<file path="src/shared/mpcr_pkg.sv">
package mpcr_pkg;
  // ==========================================================
  // register map: byte address = 4 * index
  // ==========================================================
  localparam int unsigned MPCR_ADDR_W = 8;
  localparam int unsigned MPCR_IDX_W = 6;
  localparam int unsigned MPCR_NREG = 8;
  localparam logic [5:0] MPCR_IDX_RAMP_LEVEL = 6'h15;
  localparam logic [5:0] MPCR_IDX_FIRST_TARI = 6'h16;
  localparam logic [5:0] MPCR_IDX_MAIN_REF_B = 6'h17;
  localparam logic [5:0] MPCR_IDX_MAIN_B_A = 6'h18;
  localparam logic [5:0] MPCR_IDX_MAIN_A_LOW = 6'h19;
  localparam logic [5:0] MPCR_IDX_AUX_B_HIGH = 6'h1A;
  localparam logic [5:0] MPCR_IDX_AUX_B_A = 6'h1B;
  localparam logic [5:0] MPCR_IDX_AUX_A_LOW = 6'h1C;
  localparam logic [5:0] MPCR_IDX_STATUS = 6'h1E;
  // entry 0 is index 15h, entry 7 is index 1Ch
  localparam logic [7:0][7:0] MPCR_RESET = {8'h18, 8'h61, 8'h04, 8'hFC, 8'h68, 8'h64, 8'h7E, 8'h00};
  localparam logic [7:0][7:0] MPCR_WMASK = {8'hFF, 8'hFF, 8'h0F, 8'hFF, 8'hFF, 8'h7F, 8'hFF, 8'hFF};
  // ==========================================================
  // field positions
  // ==========================================================
  localparam int unsigned MPCR_RAMP_MSB = 7;
  localparam int unsigned MPCR_RAMP_LSB = 6;
  localparam int unsigned MPCR_LIN_BIT = 5;
  localparam int unsigned MPCR_COARSE_MSB = 4;
  localparam int unsigned MPCR_COARSE_LSB = 3;
  localparam int unsigned MPCR_FINE_MSB = 2;
  localparam int unsigned MPCR_REF_MSB = 6;
  localparam int unsigned MPCR_REF_LSB = 4;
  localparam int unsigned MPCR_BHI_MSB = 3;
  localparam int unsigned MPCR_BLO_LSB = 2;
  localparam int unsigned MPCR_AHI_MSB = 1;
  localparam int unsigned MPCR_ST_REF_BAD = 0;
  localparam int unsigned MPCR_ST_COARSE_BAD = 1;
  localparam int unsigned MPCR_ST_TARI_RANGE = 2;
  // ==========================================================
  // codes and figures
  // ==========================================================
  localparam logic [8:0] MPCR_RAMP_T1_US = 9'd100;
  localparam logic [8:0] MPCR_RAMP_T2_US = 9'd200;
  localparam logic [8:0] MPCR_RAMP_T3_US = 9'd400;
  localparam logic [4:0] MPCR_COARSE_DB1 = 5'd8;
  localparam logic [4:0] MPCR_COARSE_DB2 = 5'd12;
  localparam logic [7:0] MPCR_TARI_MIN = 8'h5F;
  localparam logic [7:0] MPCR_TARI_MAX = 8'h9D;
  localparam logic [7:0] MPCR_STEP_NS_BASE = 8'd50;
  localparam logic [7:0] MPCR_REF_KHZ_100 = 8'd125;
  localparam logic [7:0] MPCR_REF_KHZ_101 = 8'd100;
  localparam logic [7:0] MPCR_REF_KHZ_110 = 8'd50;
  localparam logic [7:0] MPCR_REF_KHZ_111 = 8'd25;
  localparam logic [1:0] MPCR_RESP_OKAY = 2'b00;
  localparam logic [1:0] MPCR_RESP_DECERR = 2'b11;

  typedef enum logic [1:0] {
    MPCR_TARI_6U25 = 2'b00,
    MPCR_TARI_12U5 = 2'b01,
    MPCR_TARI_25U = 2'b10
  } mpcr_tari_t;
endpackage : mpcr_pkg

</file>
<file path="src/shared/mpcr_reg_if.sv">
interface mpcr_reg_if;
  import mpcr_pkg::*;
  logic wr_en;
  logic [MPCR_IDX_W-1:0] wr_idx;
  logic [7:0] wr_data;
  logic wr_hit;
  logic [MPCR_IDX_W-1:0] rd_idx;
  logic [7:0] rd_data;
  logic rd_hit;
  modport slave (output wr_en, wr_idx, wr_data, rd_idx, input wr_hit, rd_data, rd_hit);
  modport bank (input wr_en, wr_idx, wr_data, rd_idx, output wr_hit, rd_data, rd_hit);
endinterface : mpcr_reg_if

</file>
<file path="src/rtl/mpcr_axil_slave.sv">
module mpcr_axil_slave (
  // clock and reset
  input wire logic mclk,
  input wire logic resetn,
  // write channels
  input wire logic [mpcr_pkg::MPCR_ADDR_W-1:0] s_axi_awaddr,
  input wire logic s_axi_awvalid,
  output logic s_axi_awready,
  input wire logic [31:0] s_axi_wdata,
  input wire logic [3:0] s_axi_wstrb,
  input wire logic s_axi_wvalid,
  output logic s_axi_wready,
  output logic [1:0] s_axi_bresp,
  output logic s_axi_bvalid,
  input wire logic s_axi_bready,
  // read channels
  input wire logic [mpcr_pkg::MPCR_ADDR_W-1:0] s_axi_araddr,
  input wire logic s_axi_arvalid,
  output logic s_axi_arready,
  output logic [31:0] s_axi_rdata,
  output logic [1:0] s_axi_rresp,
  output logic s_axi_rvalid,
  input wire logic s_axi_rready,
  // register side
  mpcr_reg_if.slave rif
);
  import mpcr_pkg::*;
  logic aw_held_q, w_held_q, bvalid_q, rvalid_q, wlane_q;
  logic [MPCR_ADDR_W-1:0] awaddr_q;
  logic [7:0] wdata_q;
  logic [1:0] bresp_q, rresp_q;
  logic [31:0] rdata_q;

  // ==========================================================
  // write path: address and data accepted in either order
  // ==========================================================
  assign s_axi_awready = !aw_held_q && !bvalid_q;
  assign s_axi_wready = !w_held_q && !bvalid_q;
  wire aw_hs = s_axi_awvalid && s_axi_awready;
  wire w_hs = s_axi_wvalid && s_axi_wready;
  wire do_wr = (aw_held_q || aw_hs) && (w_held_q || w_hs);
  wire [MPCR_ADDR_W-1:0] wr_addr = aw_held_q ? awaddr_q : s_axi_awaddr;
  wire wr_lane = w_held_q ? wlane_q : s_axi_wstrb[0];
  wire wr_ok = rif.wr_hit && (wr_addr[1:0] == 2'h0);
  assign rif.wr_idx = wr_addr[MPCR_ADDR_W-1:2];
  assign rif.wr_data = w_held_q ? wdata_q : s_axi_wdata[7:0];
  // registers are 8 bits wide, so only byte lane 0 can change them
  assign rif.wr_en = do_wr && wr_lane && wr_ok;

  // ==========================================================
  // read path
  // ==========================================================
  assign s_axi_arready = !rvalid_q;
  wire ar_hs = s_axi_arvalid && s_axi_arready;
  wire rd_ok = rif.rd_hit && (s_axi_araddr[1:0] == 2'h0);
  assign rif.rd_idx = s_axi_araddr[MPCR_ADDR_W-1:2];

  assign s_axi_bvalid = bvalid_q;
  assign s_axi_bresp = bresp_q;
  assign s_axi_rvalid = rvalid_q;
  assign s_axi_rresp = rresp_q;
  assign s_axi_rdata = rdata_q;

  always_ff @(posedge mclk or negedge resetn) begin
    if (!resetn) begin
      aw_held_q <= 1'b0;
      w_held_q <= 1'b0;
      awaddr_q <= '0;
      wdata_q <= 8'h00;
      wlane_q <= 1'b0;
      bvalid_q <= 1'b0;
      bresp_q <= MPCR_RESP_OKAY;
      rvalid_q <= 1'b0;
      rresp_q <= MPCR_RESP_OKAY;
      rdata_q <= 32'h0000_0000;
    end else begin
      aw_held_q <= !do_wr && (aw_held_q || aw_hs);
      w_held_q <= !do_wr && (w_held_q || w_hs);
      if (aw_hs) begin
        awaddr_q <= s_axi_awaddr;
      end
      if (w_hs) begin
        wdata_q <= s_axi_wdata[7:0];
        wlane_q <= s_axi_wstrb[0];
      end
      if (do_wr) begin
        bvalid_q <= 1'b1;
        bresp_q <= wr_ok ? MPCR_RESP_OKAY : MPCR_RESP_DECERR;
      end else if (s_axi_bready) begin
        bvalid_q <= 1'b0;
      end
      if (ar_hs) begin
        rvalid_q <= 1'b1;
        rresp_q <= rd_ok ? MPCR_RESP_OKAY : MPCR_RESP_DECERR;
        rdata_q <= {24'h00_0000, rd_ok ? rif.rd_data : 8'h00};
      end else if (s_axi_rready) begin
        rvalid_q <= 1'b0;
      end
    end
  end
endmodule : mpcr_axil_slave

</file>
<file path="src/rtl/mpcr_div_ratio.sv">
module mpcr_div_ratio (
  // clock and reset
  input wire logic mclk,
  input wire logic resetn,
  // divider settings
  input wire logic [9:0] b_value,
  input wire logic [9:0] a_value,
  input wire logic [7:0] ref_khz,
  // results
  output logic [16:0] ratio,
  output logic [24:0] freq_khz
);
  import mpcr_pkg::*;
  logic [16:0] ratio_q;
  logic [24:0] freq_q;
  // 32/33 dual-modulus prescaler: n = 32 b + 33 a, at most 66495
  wire [16:0] ratio_d = 17'({b_value, 5'b0_0000}) + 17'({a_value, 5'b0_0000}) + 17'(a_value);
  wire [24:0] freq_d = 25'(ref_khz) * 25'(ratio_d);

  always_ff @(posedge mclk or negedge resetn) begin
    if (!resetn) begin
      ratio_q <= 17'h0_0000;
      freq_q <= 25'h000_0000;
    end else begin
      ratio_q <= ratio_d;
      freq_q <= freq_d;
    end
  end
  assign ratio = ratio_q;
  assign freq_khz = freq_q;

  carrier_freq_a: assert property (@(posedge mclk) disable iff (!resetn)
    resetn |=> freq_khz == 25'($past(ref_khz)) * 25'(ratio))
    else $error("carrier frequency is not reference times ratio");
endmodule : mpcr_div_ratio

</file>
<file path="src/rtl/mpcr_config_bank.sv">
module mpcr_config_bank (
  // clock and reset
  input wire logic mclk,
  input wire logic resetn,
  // axi4-lite write channels
  input wire logic [mpcr_pkg::MPCR_ADDR_W-1:0] s_axi_awaddr,
  input wire logic s_axi_awvalid,
  output logic s_axi_awready,
  input wire logic [31:0] s_axi_wdata,
  input wire logic [3:0] s_axi_wstrb,
  input wire logic s_axi_wvalid,
  output logic s_axi_wready,
  output logic [1:0] s_axi_bresp,
  output logic s_axi_bvalid,
  input wire logic s_axi_bready,
  // axi4-lite read channels
  input wire logic [mpcr_pkg::MPCR_ADDR_W-1:0] s_axi_araddr,
  input wire logic s_axi_arvalid,
  output logic s_axi_arready,
  output logic [31:0] s_axi_rdata,
  output logic [1:0] s_axi_rresp,
  output logic s_axi_rvalid,
  input wire logic s_axi_rready,
  // link timing in use
  input wire mpcr_pkg::mpcr_tari_t tari_sel,
  // modulator controls
  output logic tx_ramp_tari_based,
  output logic [8:0] tx_ramp_time_us,
  output logic tx_linear_transient,
  output logic [4:0] tx_coarse_atten_db,
  output logic [2:0] tx_fine_atten_db,
  output logic [7:0] first_symbol_high_len,
  output logic [15:0] first_symbol_high_ns,
  // synthesizer controls
  output logic [2:0] synth_ref_divider_sel,
  output logic [7:0] synth_ref_khz,
  output logic [9:0] main_div_b_value,
  output logic [9:0] main_div_a_value,
  output logic [16:0] main_div_ratio,
  output logic [24:0] main_carrier_khz,
  output logic [9:0] aux_div_b_value,
  output logic [9:0] aux_div_a_value,
  output logic [16:0] aux_div_ratio,
  output logic [24:0] aux_carrier_khz
);
  import mpcr_pkg::*;

  mpcr_reg_if rif ();
  logic [7:0] regs_q [MPCR_NREG];

  // ==========================================================
  // bus slave
  // ==========================================================
  mpcr_axil_slave u_slave (
    .mclk(mclk),
    .resetn(resetn),
    .s_axi_awaddr(s_axi_awaddr),
    .s_axi_awvalid(s_axi_awvalid),
    .s_axi_awready(s_axi_awready),
    .s_axi_wdata(s_axi_wdata),
    .s_axi_wstrb(s_axi_wstrb),
    .s_axi_wvalid(s_axi_wvalid),
    .s_axi_wready(s_axi_wready),
    .s_axi_bresp(s_axi_bresp),
    .s_axi_bvalid(s_axi_bvalid),
    .s_axi_bready(s_axi_bready),
    .s_axi_araddr(s_axi_araddr),
    .s_axi_arvalid(s_axi_arvalid),
    .s_axi_arready(s_axi_arready),
    .s_axi_rdata(s_axi_rdata),
    .s_axi_rresp(s_axi_rresp),
    .s_axi_rvalid(s_axi_rvalid),
    .s_axi_rready(s_axi_rready),
    .rif(rif)
  );

  // ==========================================================
  // register array and decode
  // ==========================================================
  wire [MPCR_IDX_W-1:0] wr_rel = rif.wr_idx - MPCR_IDX_RAMP_LEVEL;
  wire [MPCR_IDX_W-1:0] rd_rel = rif.rd_idx - MPCR_IDX_RAMP_LEVEL;
  wire wr_in_bank = (rif.wr_idx >= MPCR_IDX_RAMP_LEVEL) && (rif.wr_idx <= MPCR_IDX_AUX_A_LOW);
  wire rd_in_bank = (rif.rd_idx >= MPCR_IDX_RAMP_LEVEL) && (rif.rd_idx <= MPCR_IDX_AUX_A_LOW);
  // the status word takes writes without effect, so it answers okay
  assign rif.wr_hit = wr_in_bank || (rif.wr_idx == MPCR_IDX_STATUS);
  assign rif.rd_hit = rd_in_bank || (rif.rd_idx == MPCR_IDX_STATUS);

  genvar gi;
  generate
    for (gi = 0; gi < MPCR_NREG; gi++) begin : g_reg
      // unused bits are masked on write and so always read back as zero
      always_ff @(posedge mclk or negedge resetn) begin
        if (!resetn) begin
          regs_q[gi] <= MPCR_RESET[gi];
        end else if (rif.wr_en && wr_in_bank && (wr_rel == MPCR_IDX_W'(gi))) begin
          regs_q[gi] <= rif.wr_data & MPCR_WMASK[gi];
        end
      end
    end
  endgenerate

  // named views of the stored bytes
  wire [7:0] ramp_level_r = regs_q[0];
  wire [7:0] first_tari_r = regs_q[1];
  wire [7:0] main_ref_b_r = regs_q[2];
  wire [7:0] main_b_a_r = regs_q[3];
  wire [7:0] main_a_low_r = regs_q[4];
  wire [7:0] aux_b_high_r = regs_q[5];
  wire [7:0] aux_b_a_r = regs_q[6];
  wire [7:0] aux_a_low_r = regs_q[7];

  // ==========================================================
  // modulator decode
  // ==========================================================
  wire [1:0] ramp_code = ramp_level_r[MPCR_RAMP_MSB:MPCR_RAMP_LSB];
  wire [1:0] coarse_code = ramp_level_r[MPCR_COARSE_MSB:MPCR_COARSE_LSB];
  wire [8:0] ramp_us_d = (ramp_code == 2'b01) ? MPCR_RAMP_T1_US :
                         (ramp_code == 2'b10) ? MPCR_RAMP_T2_US :
                         (ramp_code == 2'b11) ? MPCR_RAMP_T3_US : 9'h000;
  // a forbidden coarse code falls back to the deepest documented level rather than full power
  wire [4:0] coarse_db_d = (coarse_code == 2'b00) ? 5'h00 :
                           (coarse_code == 2'b01) ? MPCR_COARSE_DB1 : MPCR_COARSE_DB2;
  // step is 50 ns doubled for each doubling of Tari; an unlisted Tari code uses the longest step
  wire [1:0] step_shift = (tari_sel == MPCR_TARI_6U25) ? 2'd0 :
                          (tari_sel == MPCR_TARI_12U5) ? 2'd1 : 2'd2;
  wire [15:0] step_ns = 16'(MPCR_STEP_NS_BASE) << step_shift;
  wire [15:0] high_ns_d = 16'(16'(first_tari_r) * step_ns);
  wire tari_out_of_range = (first_tari_r < MPCR_TARI_MIN) || (first_tari_r > MPCR_TARI_MAX);

  // ==========================================================
  // synthesizer decode
  // ==========================================================
  wire [2:0] ref_code = main_ref_b_r[MPCR_REF_MSB:MPCR_REF_LSB];
  // codes below 100 are forbidden: the reference is shown as 0 kHz and flagged
  wire [7:0] ref_khz_d = (ref_code == 3'b100) ? MPCR_REF_KHZ_100 :
                         (ref_code == 3'b101) ? MPCR_REF_KHZ_101 :
                         (ref_code == 3'b110) ? MPCR_REF_KHZ_110 :
                         (ref_code == 3'b111) ? MPCR_REF_KHZ_111 : 8'h00;
  wire [9:0] main_b_d = {main_ref_b_r[MPCR_BHI_MSB:0], main_b_a_r[7:MPCR_BLO_LSB]};
  wire [9:0] main_a_d = {main_b_a_r[MPCR_AHI_MSB:0], main_a_low_r};
  wire [9:0] aux_b_d = {aux_b_high_r[MPCR_BHI_MSB:0], aux_b_a_r[7:MPCR_BLO_LSB]};
  wire [9:0] aux_a_d = {aux_b_a_r[MPCR_AHI_MSB:0], aux_a_low_r};

  mpcr_div_ratio u_main_div (
    .mclk(mclk),
    .resetn(resetn),
    .b_value(main_b_d),
    .a_value(main_a_d),
    .ref_khz(ref_khz_d),
    .ratio(main_div_ratio),
    .freq_khz(main_carrier_khz)
  );

  // the auxiliary loop shares the main reference divider
  mpcr_div_ratio u_aux_div (
    .mclk(mclk),
    .resetn(resetn),
    .b_value(aux_b_d),
    .a_value(aux_a_d),
    .ref_khz(ref_khz_d),
    .ratio(aux_div_ratio),
    .freq_khz(aux_carrier_khz)
  );

  // ==========================================================
  // status word and read mux
  // ==========================================================
  wire [7:0] status_w = {5'h00, tari_out_of_range, coarse_code == 2'b11, ref_khz_d == 8'h00};
  assign rif.rd_data = (rif.rd_idx == MPCR_IDX_STATUS) ? status_w :
                       rd_in_bank ? regs_q[rd_rel[2:0]] : 8'h00;

  // ==========================================================
  // output registers
  // ==========================================================
  always_ff @(posedge mclk or negedge resetn) begin
    if (!resetn) begin
      tx_ramp_tari_based <= 1'b1;
      tx_ramp_time_us <= 9'h000;
      tx_linear_transient <= 1'b0;
      tx_coarse_atten_db <= 5'h00;
      tx_fine_atten_db <= 3'h0;
      first_symbol_high_len <= 8'h00;
      first_symbol_high_ns <= 16'h0000;
      synth_ref_divider_sel <= 3'h0;
      synth_ref_khz <= 8'h00;
      main_div_b_value <= 10'h000;
      main_div_a_value <= 10'h000;
      aux_div_b_value <= 10'h000;
      aux_div_a_value <= 10'h000;
    end else begin
      tx_ramp_tari_based <= (ramp_code == 2'b00);
      tx_ramp_time_us <= ramp_us_d;
      tx_linear_transient <= ramp_level_r[MPCR_LIN_BIT];
      tx_coarse_atten_db <= coarse_db_d;
      tx_fine_atten_db <= ramp_level_r[MPCR_FINE_MSB:0];
      first_symbol_high_len <= first_tari_r;
      first_symbol_high_ns <= high_ns_d;
      synth_ref_divider_sel <= ref_code;
      synth_ref_khz <= ref_khz_d;
      main_div_b_value <= main_b_d;
      main_div_a_value <= main_a_d;
      aux_div_b_value <= aux_b_d;
      aux_div_a_value <= aux_a_d;
    end
  end

  // ==========================================================
  // checks
  // ==========================================================
  ramp_time_code_a: assert property (@(posedge mclk) disable iff (!resetn)
    (resetn && ramp_code == 2'b10) |=> (tx_ramp_time_us == 9'd200) && !tx_ramp_tari_based)
    else $error("ramp code 10 did not give 200 us");

  transient_shape_a: assert property (@(posedge mclk) disable iff (!resetn)
    resetn |=> tx_linear_transient == $past(ramp_level_r[5]))
    else $error("transient shape does not follow its bit");

  coarse_level_a: assert property (@(posedge mclk) disable iff (!resetn)
    (resetn && coarse_code == 2'b01) |=> (tx_coarse_atten_db == 5'd8))
    else $error("coarse code 01 did not give 8 dB");

  fine_level_a: assert property (@(posedge mclk) disable iff (!resetn)
    (resetn && ramp_level_r[2:0] == 3'b111) |=> (tx_fine_atten_db == 3'd7))
    else $error("fine code 111 did not give 7 dB");

  tari_range_flag_a: assert property (@(posedge mclk) disable iff (!resetn)
    (first_tari_r == 8'h9E) |-> status_w[2])
    else $error("first tari 9Eh not flagged out of range");

  first_tari_step_a: assert property (@(posedge mclk) disable iff (!resetn)
    (resetn && tari_sel == MPCR_TARI_12U5) |=> (first_symbol_high_ns == 16'($past(first_tari_r)) * 16'd100))
    else $error("first tari step at 12.5 us is not 100 ns");

  ref_select_a: assert property (@(posedge mclk) disable iff (!resetn)
    (resetn && ref_code == 3'b110) |=> (synth_ref_khz == 8'd50))
    else $error("reference code 110 did not give 50 kHz");

  main_ratio_a: assert property (@(posedge mclk) disable iff (!resetn)
    resetn |=> main_div_ratio == 17'($past(main_b_d)) * 17'd32 + 17'($past(main_a_d)) * 17'd33)
    else $error("main ratio is not 32 b plus 33 a");

  main_packing_a: assert property (@(posedge mclk) disable iff (!resetn)
    (rif.wr_en && rif.wr_idx == 6'h18) |=> ##1 (main_div_a_value[9:8] == $past(rif.wr_data[1:0], 2)))
    else $error("write to 18h did not land in main a 9:8");

  aux_packing_a: assert property (@(posedge mclk) disable iff (!resetn)
    (rif.wr_en && rif.wr_idx == 6'h1A) |=> (aux_b_high_r == {4'h0, $past(rif.wr_data[3:0])}))
    else $error("write to 1Ah stored unused bits or lost b 9:6");

  aux_ratio_a: assert property (@(posedge mclk) disable iff (!resetn)
    resetn |=> aux_div_ratio == 17'($past(aux_b_d)) * 17'd32 + 17'($past(aux_a_d)) * 17'd33)
    else $error("aux ratio is not 32 b plus 33 a");

  ramp_tari_based_a: assert property (@(posedge mclk) disable iff (!resetn)
    (resetn && ramp_code == 2'b00) |=> tx_ramp_tari_based && (tx_ramp_time_us == 9'd0))
    else $error("ramp code 00 is not tari based");

  coarse_deep_a: assert property (@(posedge mclk) disable iff (!resetn)
    (resetn && coarse_code == 2'b10) |=> (tx_coarse_atten_db == 5'd12))
    else $error("coarse code 10 did not give 12 dB");

  fine_follows_a: assert property (@(posedge mclk) disable iff (!resetn)
    resetn |=> tx_fine_atten_db == $past(ramp_level_r[2:0]))
    else $error("fine level does not follow its field");

  first_tari_len_a: assert property (@(posedge mclk) disable iff (!resetn)
    resetn |=> first_symbol_high_len == $past(first_tari_r))
    else $error("first tari length does not follow its register");

  slow_tari_step_a: assert property (@(posedge mclk) disable iff (!resetn)
    (resetn && tari_sel == MPCR_TARI_25U) |=> (first_symbol_high_ns == 16'($past(first_tari_r)) * 16'd200))
    else $error("first tari step at 25 us is not 200 ns");

  ref_fast_a: assert property (@(posedge mclk) disable iff (!resetn)
    (resetn && ref_code == 3'b100) |=> (synth_ref_khz == 8'd125))
    else $error("reference code 100 did not give 125 kHz");

  main_b_high_a: assert property (@(posedge mclk) disable iff (!resetn)
    resetn |=> main_div_b_value[9:6] == $past(main_ref_b_r[3:0]))
    else $error("main b 9:6 does not come from 17h");

  aux_b_low_a: assert property (@(posedge mclk) disable iff (!resetn)
    resetn |=> aux_div_b_value[5:0] == $past(aux_b_a_r[7:2]))
    else $error("aux b 5:0 does not come from 1Bh");

  aux_a_low_a: assert property (@(posedge mclk) disable iff (!resetn)
    resetn |=> aux_div_a_value[7:0] == $past(aux_a_low_r))
    else $error("aux a 7:0 does not come from 1Ch");
endmodule : mpcr_config_bank

</file>
<file path="config.mk">
export PLATFORM = sky130hd
export DESIGN_NAME = mpcr_config_bank
export DESIGN_NICKNAME = d
export VERILOG_FILES = /design/src/shared/mpcr_pkg.sv /design/src/shared/mpcr_reg_if.sv /design/src/rtl/mpcr_axil_slave.sv /design/src/rtl/mpcr_div_ratio.sv /design/src/rtl/mpcr_config_bank.sv
export SDC_FILE = /design/constraint.sdc
export NUM_CORES = 1
export LEC_CHECK = 0
export BUFFER_PORTS_ARGS = -buffer_cell sky130_fd_sc_hd__clkbuf_2
export CAP_MARGIN = 20
export CORE_UTILIZATION = 53
export DETAILED_ROUTE_END_ITERATION = 12
export MAX_ROUTING_LAYER = met4
export PLACE_DENSITY_LB_ADDON = 0.25
export SYNTH_ARGS = -nofsm -noshare
export SYNTH_HDL_FRONTEND = slang
export SYNTH_SLANG_ARGS = --single-unit
</file>
<file path="constraint.sdc">
create_clock -name mclk -period 6.2 [get_ports mclk]
set_input_delay 1.24 -clock mclk [delete_from_list [all_inputs] [get_ports mclk]]
set_output_delay 1.24 -clock mclk [all_outputs]
set_load 0.01 [all_outputs]
</file>
==> flow_metrics.env, run 1 <==
export IMPL_status="finished, violations left"
export IMPL_violations="negative setup slack"
export IMPL_synthArstFlopShare_pct=100
export IMPL_max_cap_violations=0
export IMPL_cts_sinks=245
export IMPL_drive_gt1_share_pct=32.1
export IMPL_cts_root_buf="clkbuf_16"
export IMPL_cts_clk_slew_worst_paths_ns=0.06
export IMPL_die_h_um=194
export IMPL_synth_cell_type_count=73
export IMPL_dieWidth_um=194
export IMPL_max_vdd_ir_drop_mv=0.218
export IMPL_synth_edf_count=0
export IMPL_syn_to_final_growth_pct=22.6
export IMPL_finClkSkew_ns=0.0300
export IMPL_crit_path_end_kind="flip-flop"
export IMPL_yosysTopAreaCell="dfrtp_1"
export IMPL_n_antenna_cell=0
export IMPL_wl_per_cell_um=17.3
export IMPL_synth_top_area_share_pct=28.3
export IMPL_final_cell_count_no_fill=2749
export IMPL_avgSynthCellArea_um2=10.4
export IMPL_slew_viol_final=0
export IMPL_leakagePower_nw=13.3
export IMPL_synth_area_leaders="dfrtp_1 28%, fa_1 19%, ha_1 10%"
export IMPL_min_period_ns=6.38
export IMPL_power_density_mw_per_mm2=179
export IMPL_rsz0062_at_grt="true"
export IMPL_dpl_cell_area_mm2=0.0222
export IMPL_die_area_mm2=0.0375
export IMPL_design_area_mm2=0.0239
export IMPL_cp_max_fo=5
export IMPL_place_inst=2674
export IMPL_numPortBuffers=219
export IMPL_setup_viol=10
export IMPL_crit_arrival_ns=6.86
export IMPL_layout_commonest_cell="inv_1"
export IMPL_rows=69
export IMPL_syn_area_mm2=0.0195
export IMPL_path_class="flip-flop to flip-flop"
export IMPL_worstPathRequired_ns=6.68
export IMPL_vias_per_cell=5.24
export IMPL_ys_ff_latch=245
export IMPL_clk_insertion_delay_late_ns=0.59
export IMPL_yosys_warnings=0
export IMPL_hold_viol_final=0
export IMPL_gr_total_overflow=0
export IMPL_setup_ws_ns=-0.181
export IMPL_grt_pass1_wl_um=78400
export IMPL_worst_slew_pin_slew_ns=1.04
export IMPL_timing_final_crit_share_pct=103
export IMPL_antenna_left=0
export IMPL_dp_hpwl_um=37000
export IMPL_start_kind="flip-flop"
export IMPL_grt_pass1_vias=15400
export IMPL_relSlewSlack_pct=30.7
export IMPL_worstHoldPathType="flip-flop to flip-flop"
export IMPL_drt_iter0_markers=624
export IMPL_final_cell_mix="291 x inv_1, 219 x dfrtp_1, 218 x clkbuf_2"
export IMPL_max_freq_mhz=157
export IMPL_dp_slack_ns=-0.238
export IMPL_num_vias=14400
export IMPL_io_pins=280
export IMPL_wirelength_um=47500
export IMPL_cts_made_buffers=28
export IMPL_drc_errors=0
export IMPL_filler_cell_count=2764
export IMPL_grt_max_degree=138
export IMPL_start_util_pct=54.3
export IMPL_synth_ff_type="dfrtp_1"
export IMPL_antenna_found_initial=0
export IMPL_hold_slack_ns=0.420
export IMPL_coreArea_mm2=0.0358
export IMPL_htree_levels=1
export IMPL_groute_usage_overall_pct=26.9
export IMPL_clk_path_buf_depth=3
export IMPL_gp_congestion=0.877
export IMPL_ys_seq_area_share_pct=31.6
export IMPL_first_pass_iters=5
export IMPL_syn_inst=1873
export IMPL_tritoncts="built"
export IMPL_fin_nets=2674
Yosys cell counts (5+ instances only):
cell        n
o21ai_0    49
clkbuf_1   34
o21a_1     10
nand4b_1    5
nor3b_1     6
a211oi_1   20
inv_1     303
or2_2      12
dfrtp_1   220
xnor2_1    50
nand3_1    10
mux2_2     82
nor2_1    106
nor2b_1    10
nor3_1     21
o22ai_1     5
fa_1      187
a21oi_1    72
mux2_4      8
a21boi_0    5
or3_1       8
and3_1     32
dfstp_2    25
nand2_1   154
nand2b_1   26
and4_1      7
a211o_1     6
o211ai_1    8
ha_1      157
mux2i_1    11
o21bai_1    7
buf_4      51
and2_1     40
xor2_1     25
a21o_1     26
mux4_2     12
final cells by class:
class	instances	area [um2]	share of cell area [%]
well taps	461	577	2.42
repair buffers	418	2630	11.0
clock buffers	34	743	3.11
multi-input cells	1273	12500	52.2
inverters	303	1140	4.76
flip-flops and latches	245	6160	25.8
clock inverters	15	163	0.681
flip-flops by register name (all words and copies together), names as in the netlist, 7 cells and up:
register,count
main_a_low_r,8
u_slave.awaddr_q,8
u_main_div.freq_khz,24
u_main_div.ratio,17
main_b_a_r,8
aux_a_low_r,8
first_symbol_high_len,8
u_slave.wdata_q,8
aux_div_b_value,10
first_tari_r,8
main_div_b_value,10
u_slave.s_axi_rdata,8
ramp_level_r,8
main_ref_b_r,7
aux_b_a_r,8
u_aux_div.freq_khz,24
first_symbol_high_ns,15
u_aux_div.ratio,17
kinds of logic after synthesis:
logic type,share of synthesized area [%]
other,0.0386
AO/OA/AOI/OAI,7.94
adder cells (fa/ha/maj),29.3
buffers and inverters,8.57
flip-flops,31.6
multiplexers,7.37
XOR/XNOR,3.37
AND/OR/NAND/NOR,11.8
metrics by stage:
stage	utilization (%)	power (W)	TNS, ns
finish	66.6	0.00427	-0.794
global route	66.6	0.00445	-5.57
CTS	65.2	0.00429	-0.306
detailed placement	62.0	0.00263	-2.72
global placement	62.0	0.00261	-1.31
floorplan	-	0.00231	0
worst max-delay path, stage by stage (launching register included):
cell and delay [ns]:
dfrtp_1 0.42, ha_4 0.18, fa_2 0.34, a21o_1 0.22, a21oi_2 0.13, xnor2_1 0.08, ha_1 0.34, buf_4 0.13
a21boi_4 0.17, o211ai_1 0.16, nor4_4 0.41, nor2_4 0.08, and2_4 0.17, fa_1 0.48, fa_1 0.51, fa_1 0.50
inv_2 0.04, fa_1 0.49, inv_2 0.05, ha_4 0.21, a21o_1 0.15, a21o_1 0.18, a21oi_2 0.20, nor2b_2 0.07
a221o_1 0.32, nor2_2 0.12, xnor2_1 0.12
path summary, 6_finish.rpt:
check                                startpoint  depth (start not counted)                       to  slack, ns
worst max-delay path              main_b_a_r[2]                         26  u_main_div.freq_khz[19]      -0.18
worst min-delay path            ramp_level_r[0]                          0      tx_fine_atten_db[0]       0.42
worst max register to register    main_b_a_r[2]                         26  u_main_div.freq_khz[19]      -0.18
worst min register to register  ramp_level_r[0]                          0      tx_fine_atten_db[0]       0.42
max in group asynchronous                resetn                          2   u_aux_div.freq_khz[17]       4.27
min in group asynchronous                resetn                          1  first_symbol_high_ns[1]       0.73
what timing repair did:
action,4_1_cts,5_1_grt
pin swaps,40,66
resized for setup,44,88
endpoints found under the setup margin,20,23
hold buffers,0,0
setup buffers,11,17
power breakdown:
group / internal, W / switching [W]
sequential: 0.00173 / 0.000106
combinational: 0.000363 / 0.000447
clock: 0.000938 / 0.000680
per-layer routing:
layer | global-route usage [%] | vias up | part of all wire [%]
met5 | - | - | 0
met4 | 7.61 | 0 | 2.5
met3 | 3.08 | 71 | 3.6
met2 | 46.1 | 304 | 51
met1 | 33.6 | 7223 | 43
li1 | - | 6812 | -
Note: power is estimated with default switching activity, not from simulation.
==> run 2: changes to the inputs <==
==> constraint.sdc (replaced) <==
create_clock -name mclk -period 6.2 [get_ports mclk]
set_input_delay 1.86 -clock mclk [delete_from_list [all_inputs] [get_ports mclk]]
set_output_delay 1.86 -clock mclk [all_outputs]
set_load 0.01 [all_outputs]
==> run 2 against run 1 <==
The flow still finishes with violations (negative setup slack). Core utilization is 1.5 points higher. Final cell count is 1.2% higher. First-iteration DRC count shrank 9.3%. Sequential power is essentially flat. Non-clock buffer count up 27. Critical path depth is 1 higher. Critical path type unchanged. Critical endpoint is now u_aux_div.freq_khz[23].
==> flow_metrics.env, run 2 (synthesized netlist as in run 1, its figures left out) <==
export IMPL_status="finished, violations left"
export IMPL_violations="negative setup slack"
export IMPL_worstHoldPathCells=0
export IMPL_max_freq_mhz=158
export IMPL_numPortBuffers=219
export IMPL_cts_root_buf="clkbuf_16"
export IMPL_fin_nets=2702
export IMPL_final_cell_mix="278 x inv_1, 220 x dfrtp_1, 218 x clkbuf_2"
export IMPL_drc_errors=0
export IMPL_grt_pass1_vias=15500
export IMPL_antenna_found_initial=1
export IMPL_coreArea_mm2=0.0358
export IMPL_min_period_ns=6.33
export IMPL_crit_arrival_ns=6.84
export IMPL_max_cap_violations=0
export IMPL_start_kind="flip-flop"
export IMPL_hold_viol_final=0
export IMPL_internal_power_w=0.00322
export IMPL_layout_commonest_cell="inv_1"
export IMPL_filler_cell_count=2735
export IMPL_r2r_cells=27
export IMPL_critical_path_top_delay_family="adder cells"
export IMPL_timing_final_crit_share_pct=102
export IMPL_tritoncts="built"
export IMPL_design_area_mm2=0.0244
export IMPL_leakagePower_nw=13.5
export IMPL_p_sw_w=0.00124
export IMPL_num_vias=14600
export IMPL_syn_to_final_growth_pct=25.4
export IMPL_combPwrFrac_pct=18.6
export IMPL_hp_start="ramp_level_r[5]"
export IMPL_wirelength_um=47800
export IMPL_start_util_pct=54.3
export IMPL_die_area_mm2=0.0375
export IMPL_post_route_util_pct=68.2
export IMPL_power_share_sequential_pct=41.2
export IMPL_cts_made_buffers=29
export IMPL_relSlewSlack_pct=47.2
export IMPL_max_vdd_ir_drop_mv=0.214
export IMPL_p_sw_share_pct=27.8
export IMPL_worstHoldEndpoint="tx_linear_transient"
export IMPL_antenna_left=0
export IMPL_clk_insertion_delay_late_ns=0.58
export IMPL_slew_viol_final=0
export IMPL_setup_ws_ns=-0.131
export IMPL_crit_slowest_cell="fa_2"
export IMPL_n_antenna_cell=0
export IMPL_vias_per_cell=5.24
export IMPL_setup_viol=9
export IMPL_io_pins=280
export IMPL_clk_path_buf_depth=3
export IMPL_groute_usage_overall_pct=26.5
export IMPL_dieWidth_um=194
export IMPL_crit_buf_inv=6
export IMPL_drt_iter0_markers=566
export IMPL_path_class="flip-flop to flip-flop"
export IMPL_finClkSkew_ns=0.0169
export IMPL_htree_levels=1
export IMPL_r2r_end="u_aux_div.freq_khz[23]"
export IMPL_cp_max_fo=3
export IMPL_dp_hpwl_um=37100
export IMPL_gp_congestion=0.878
export IMPL_rsz0062_at_grt="true"
export IMPL_rows=69
export IMPL_power_density_mw_per_mm2=182
export IMPL_gr_total_overflow=0
export IMPL_r2r_slack_ns=-0.13
export IMPL_pwr_share_clk_pct=40.2
export IMPL_drive_gt1_share_pct=34.6
export IMPL_dpl_cell_area_mm2=0.0224
export IMPL_reg2reg_from="aux_a_low_r[0]"
export IMPL_worstHoldPathType="flip-flop to flip-flop"
export IMPL_worstPathRequired_ns=6.70
export IMPL_wl_per_cell_um=17.2
export IMPL_grt_pass1_wl_um=77500
export IMPL_first_pass_iters=5
export IMPL_cpPeakStageDelay_ns=0.56
export IMPL_hold_slack_ns=0.411
export IMPL_cts_clk_slew_worst_paths_ns=0.06
export IMPL_grt_max_degree=128
export IMPL_die_h_um=194
export IMPL_cts_sinks=245
export IMPL_worst_slew_pin_slew_ns=0.792
export IMPL_crit_path_end_kind="flip-flop"
-- run 2: metal layers --
layer	global-route usage, %	vias to the layer above	part of all wire (%)
met4	7.50	0	2.5
met1	32.9	7297	42
met3	3.11	94	3.7
li1	-	6879	-
met5	-	-	0
met2	45.7	315	52
-- run 2: repair_timing --
item | 4_1_cts | 5_1_grt
cloned | 0 | 0
hold buffers | 0 | 0
gates resized for setup | 76 | 112
pin swaps | 63 | 76
buffers inserted | 26 | 14
endpoints found under the setup margin | 17 | 22
-- run 2: per-stage QoR --
step | power [W] | setup slack, ns | setup TNS [ns] | instances
6_report | 0.00446 | -0.131 | -0.552 | 2781
5_1_grt | 0.00465 | -0.342 | -3.26 | 2781
4_1_cts | 0.00448 | -0.0891 | -0.251 | 2773
3_5_place_dp | 0.00264 | -0.284 | -2.46 | 2694
3_3_place_gp | 0.00262 | -0.196 | -1.55 | 2694
2_1_floorplan | 0.00231 | 0.00132 | 0 | 1911
-- run 2: worst max path at each step --
stage / start / end / cells after the start / slack [ns]
after floorplan: main_a_low_r[0] / u_main_div.freq_khz[21] / 25 / 0.001
after global routing: aux_a_low_r[0] / u_aux_div.freq_khz[23] / 27 / -0.34
after global placement: aux_b_a_r[2] / u_aux_div.freq_khz[23] / 26 / -0.20
after detailed placement: aux_b_a_r[2] / u_aux_div.freq_khz[23] / 26 / -0.28
after CTS: aux_b_a_r[2] / u_aux_div.freq_khz[23] / 26 / -0.09
final: aux_a_low_r[0] / u_aux_div.freq_khz[23] / 27 / -0.13
-- run 2: cell type report --
class / count / area, um2 / share of cell area [%]
multi-input cells: 1273 / 12600 / 51.8
flip-flops and latches: 245 / 6160 / 25.2
repair buffers: 445 / 2870 / 11.7
inverters: 303 / 1140 / 4.67
clock buffers: 43 / 838 / 3.43
well taps: 461 / 577 / 2.36
clock inverters: 11 / 186 / 0.763
-- run 2: power by group through the flow --
stage / combinational (W) / sequential, W / clock (W)
finish: 0.000828 / 0.00184 / 0.00179
global route: 0.000898 / 0.00185 / 0.00190
CTS: 0.000814 / 0.00184 / 0.00183
detailed placement: 0.000778 / 0.00186 / 0
global placement: 0.000764 / 0.00186 / 0
floorplan: 0.000462 / 0.00185 / 0
==> run 3: changes to the inputs <==
Settings changed: CORE_ASPECT_RATIO set to 2.
==> run 3 against run 2 <==
The run still ends with negative setup slack left. Final cell count grew 1.3%. Register-to-register slack lost 0.02 ns. Global-route usage grew 3.9 points. Core utilization shrank 0.21 points. First-iteration DRC count shrank 6.0%. Sequential cell count is the same. Clock power shrank 8%. Critical path depth grew 4. Power shrank 2.9%. Sequential power is essentially flat. Non-clock buffer count grew 54. Setup slack lost 0.023 ns. Critical path type unchanged. Critical endpoint is now u_aux_div.freq_khz[20]. Largest power group unchanged.
==> flow_metrics.env, run 3 (synthesized netlist as in run 1, its figures left out) <==
export IMPL_status="finished, violations left"
export IMPL_violations="negative setup slack"
export IMPL_groute_usage_overall_pct=30.4
export IMPL_vias_per_cell=5.37
export IMPL_power_density_mw_per_mm2=175
export IMPL_fin_nets=2750
export IMPL_slew_viol_final=0
export IMPL_cp_max_fo=3
export IMPL_p_sw_w=0.00124
export IMPL_final_cell_count_no_fill=2816
export IMPL_antenna_left=0
export IMPL_finClkSkew_ns=0.00740
export IMPL_gr_total_overflow=0
export IMPL_cpPeakStageDelay_ns=0.52
export IMPL_hold_viol_final=0
export IMPL_start_util_pct=53.7
export IMPL_grt_pass1_vias=16600
export IMPL_dieWidth_um=138
export IMPL_io_pins=280
export IMPL_numPortBuffers=219
export IMPL_coreArea_mm2=0.0363
export IMPL_max_cap_violations=0
export IMPL_hold_buffers=0
export IMPL_worstPathRequired_ns=6.67
export IMPL_place_inst=2735
export IMPL_drive_gt1_share_pct=35.4
export IMPL_crit_slowest_cell="fa_1"
export IMPL_dp_slack_ns=-0.435
export IMPL_max_vdd_ir_drop_mv=0.245
export IMPL_final_cell_mix="283 x inv_1, 266 x buf_4, 218 x dfrtp_1, 218 x clkbuf_2, 180 x fa_1"
export IMPL_grt_pass1_wl_um=83800
export IMPL_min_period_ns=6.35
export IMPL_crit_arrival_ns=6.82
export IMPL_setup_viol=10
export IMPL_num_vias=15100
export IMPL_tritoncts="built"
export IMPL_worstHoldPathType="flip-flop to flip-flop"
export IMPL_filler_cell_count=2770
export IMPL_die_area_mm2=0.0376
export IMPL_clk_insertion_delay_late_ns=0.55
export IMPL_path_class="flip-flop to flip-flop"
export IMPL_n_antenna_cell=0
export IMPL_wirelength_um=52700
export IMPL_cts_made_buffers=23
export IMPL_pwr_share_clk_pct=37.9
export IMPL_antenna_found_initial=0
export IMPL_dpl_cell_area_mm2=0.0227
export IMPL_grt_max_degree=119
export IMPL_internal_power_w=0.00309
export IMPL_start_kind="flip-flop"
export IMPL_drt_iter0_markers=532
export IMPL_combPwrFrac_pct=19.6
export IMPL_drc_errors=0
export IMPL_layout_commonest_cell="inv_1"
export IMPL_gp_congestion=0.892
export IMPL_first_pass_iters=5
export IMPL_cts_root_buf="clkbuf_16"
export IMPL_p_sw_share_pct=28.6
export IMPL_dp_hpwl_um=41400
export IMPL_rsz0062_at_grt="true"
export IMPL_crit_path_end_kind="flip-flop"
export IMPL_timing_final_crit_share_pct=102
export IMPL_clk_path_buf_depth=3
export IMPL_rows=99
export IMPL_regArea_mm2=0.00616
export IMPL_relSlewSlack_pct=32.5
export IMPL_cts_sinks=245
export IMPL_cts_clk_slew_worst_paths_ns=0.07
export IMPL_worst_slew_pin_slew_ns=1.01
export IMPL_power_share_sequential_pct=42.5
export IMPL_wl_per_cell_um=18.7
export IMPL_htree_levels=1
export IMPL_die_h_um=273
export IMPL_syn_to_final_growth_pct=26.6
export IMPL_setup_tns_ns=-1.06
export IMPL_leakagePower_nw=13.7
export IMPL_max_freq_mhz=157
export IMPL_setup_ws_ns=-0.154
export IMPL_multiInputGateArea_mm2=0.0126
export IMPL_design_area_mm2=0.0247
==> run 3: cell count changes in the layout (fill, tap and decap cells not counted), moves of 5 or more <==
cell / previous run / this run
inv_1: 278 / 283
clkbuf_1: 8 / 3
a21oi_1: 44 / 50
buf_4: 214 / 266
clkbuf_16: 29 / 23
a21oi_2: 24 / 19
==> run 3: area by class of cell <==
type	instances	share of cell area, %
inverters	303	4.61
clock inverters	13	0.979
repair buffers	499	13.3
multi-input cells	1273	51.2
flip-flops and latches	245	25.0
well taps	454	2.30
clock buffers	29	2.55
==> run 3: layer usage <==
layer,wire length [um],GRT usage [%],vias up
met3,1680,2.91,199
li1,-,-,6963
met5,0,-,-
met1,17100,28.0,7533
met4,3680,18.5,0
met2,30200,57.9,434
==> run 3: worst paths after layout <==
check	startpoint	to	slack [ns]	cells past startpoint
setup / recovery	aux_a_low_r[0]	u_aux_div.freq_khz[20]	-0.15	31
hold / removal	main_ref_b_r[2]	main_div_b_value[8]	0.45	0
setup reg to reg	aux_a_low_r[0]	u_aux_div.freq_khz[20]	-0.15	31
hold reg to reg	main_ref_b_r[2]	main_div_b_value[8]	0.45	0
max in group asynchronous	resetn	u_aux_div.freq_khz[17]	3.81	2
min in group asynchronous	resetn	first_symbol_high_ns[6]	1.31	1
==> run 3: per-stage QoR <==
| step | power, W | utilization, % | hold WS [ns] |
|---|---|---|---|
| after floorplan | 0.00231 | - | 0.364 |
| after global placement | 0.00264 | 62.6 | 0.435 |
| after detailed placement | 0.00266 | 62.6 | 0.436 |
| after CTS | 0.00434 | 66.8 | 0.451 |
| after global routing | 0.00450 | 67.9 | 0.456 |
| final | 0.00433 | 67.9 | 0.452 |
==> run 3: repair_timing <==
item	CTS	global route
pin swaps	71	67
setup buffers	29	17
gates resized for setup	112	64
setup endpoints to repair	19	23
cloned	0	0
==> run 3: power by group through the flow <==
stage | Sequential, W | Combinational, W | Clock (W)
global route | 0.00186 | 0.000914 | 0.00173
detailed placement | 0.00187 | 0.000798 | 0
finish | 0.00184 | 0.000847 | 0.00164
floorplan | 0.00185 | 0.000462 | 0
global placement | 0.00186 | 0.000781 | 0
CTS | 0.00184 | 0.000827 | 0.00167
==> run 3: critical path: cells and delay by family (launching register included) <==
| family | cells | cell delay, ns |
|---|---|---|
| fa+ha+maj | 8 | 3.13 |
| compound gates | 7 | 1.20 |
| buf+inv | 10 | 0.97 |
| flops | 1 | 0.39 |
| xor+xnor | 3 | 0.38 |
| simple gates | 3 | 0.21 |
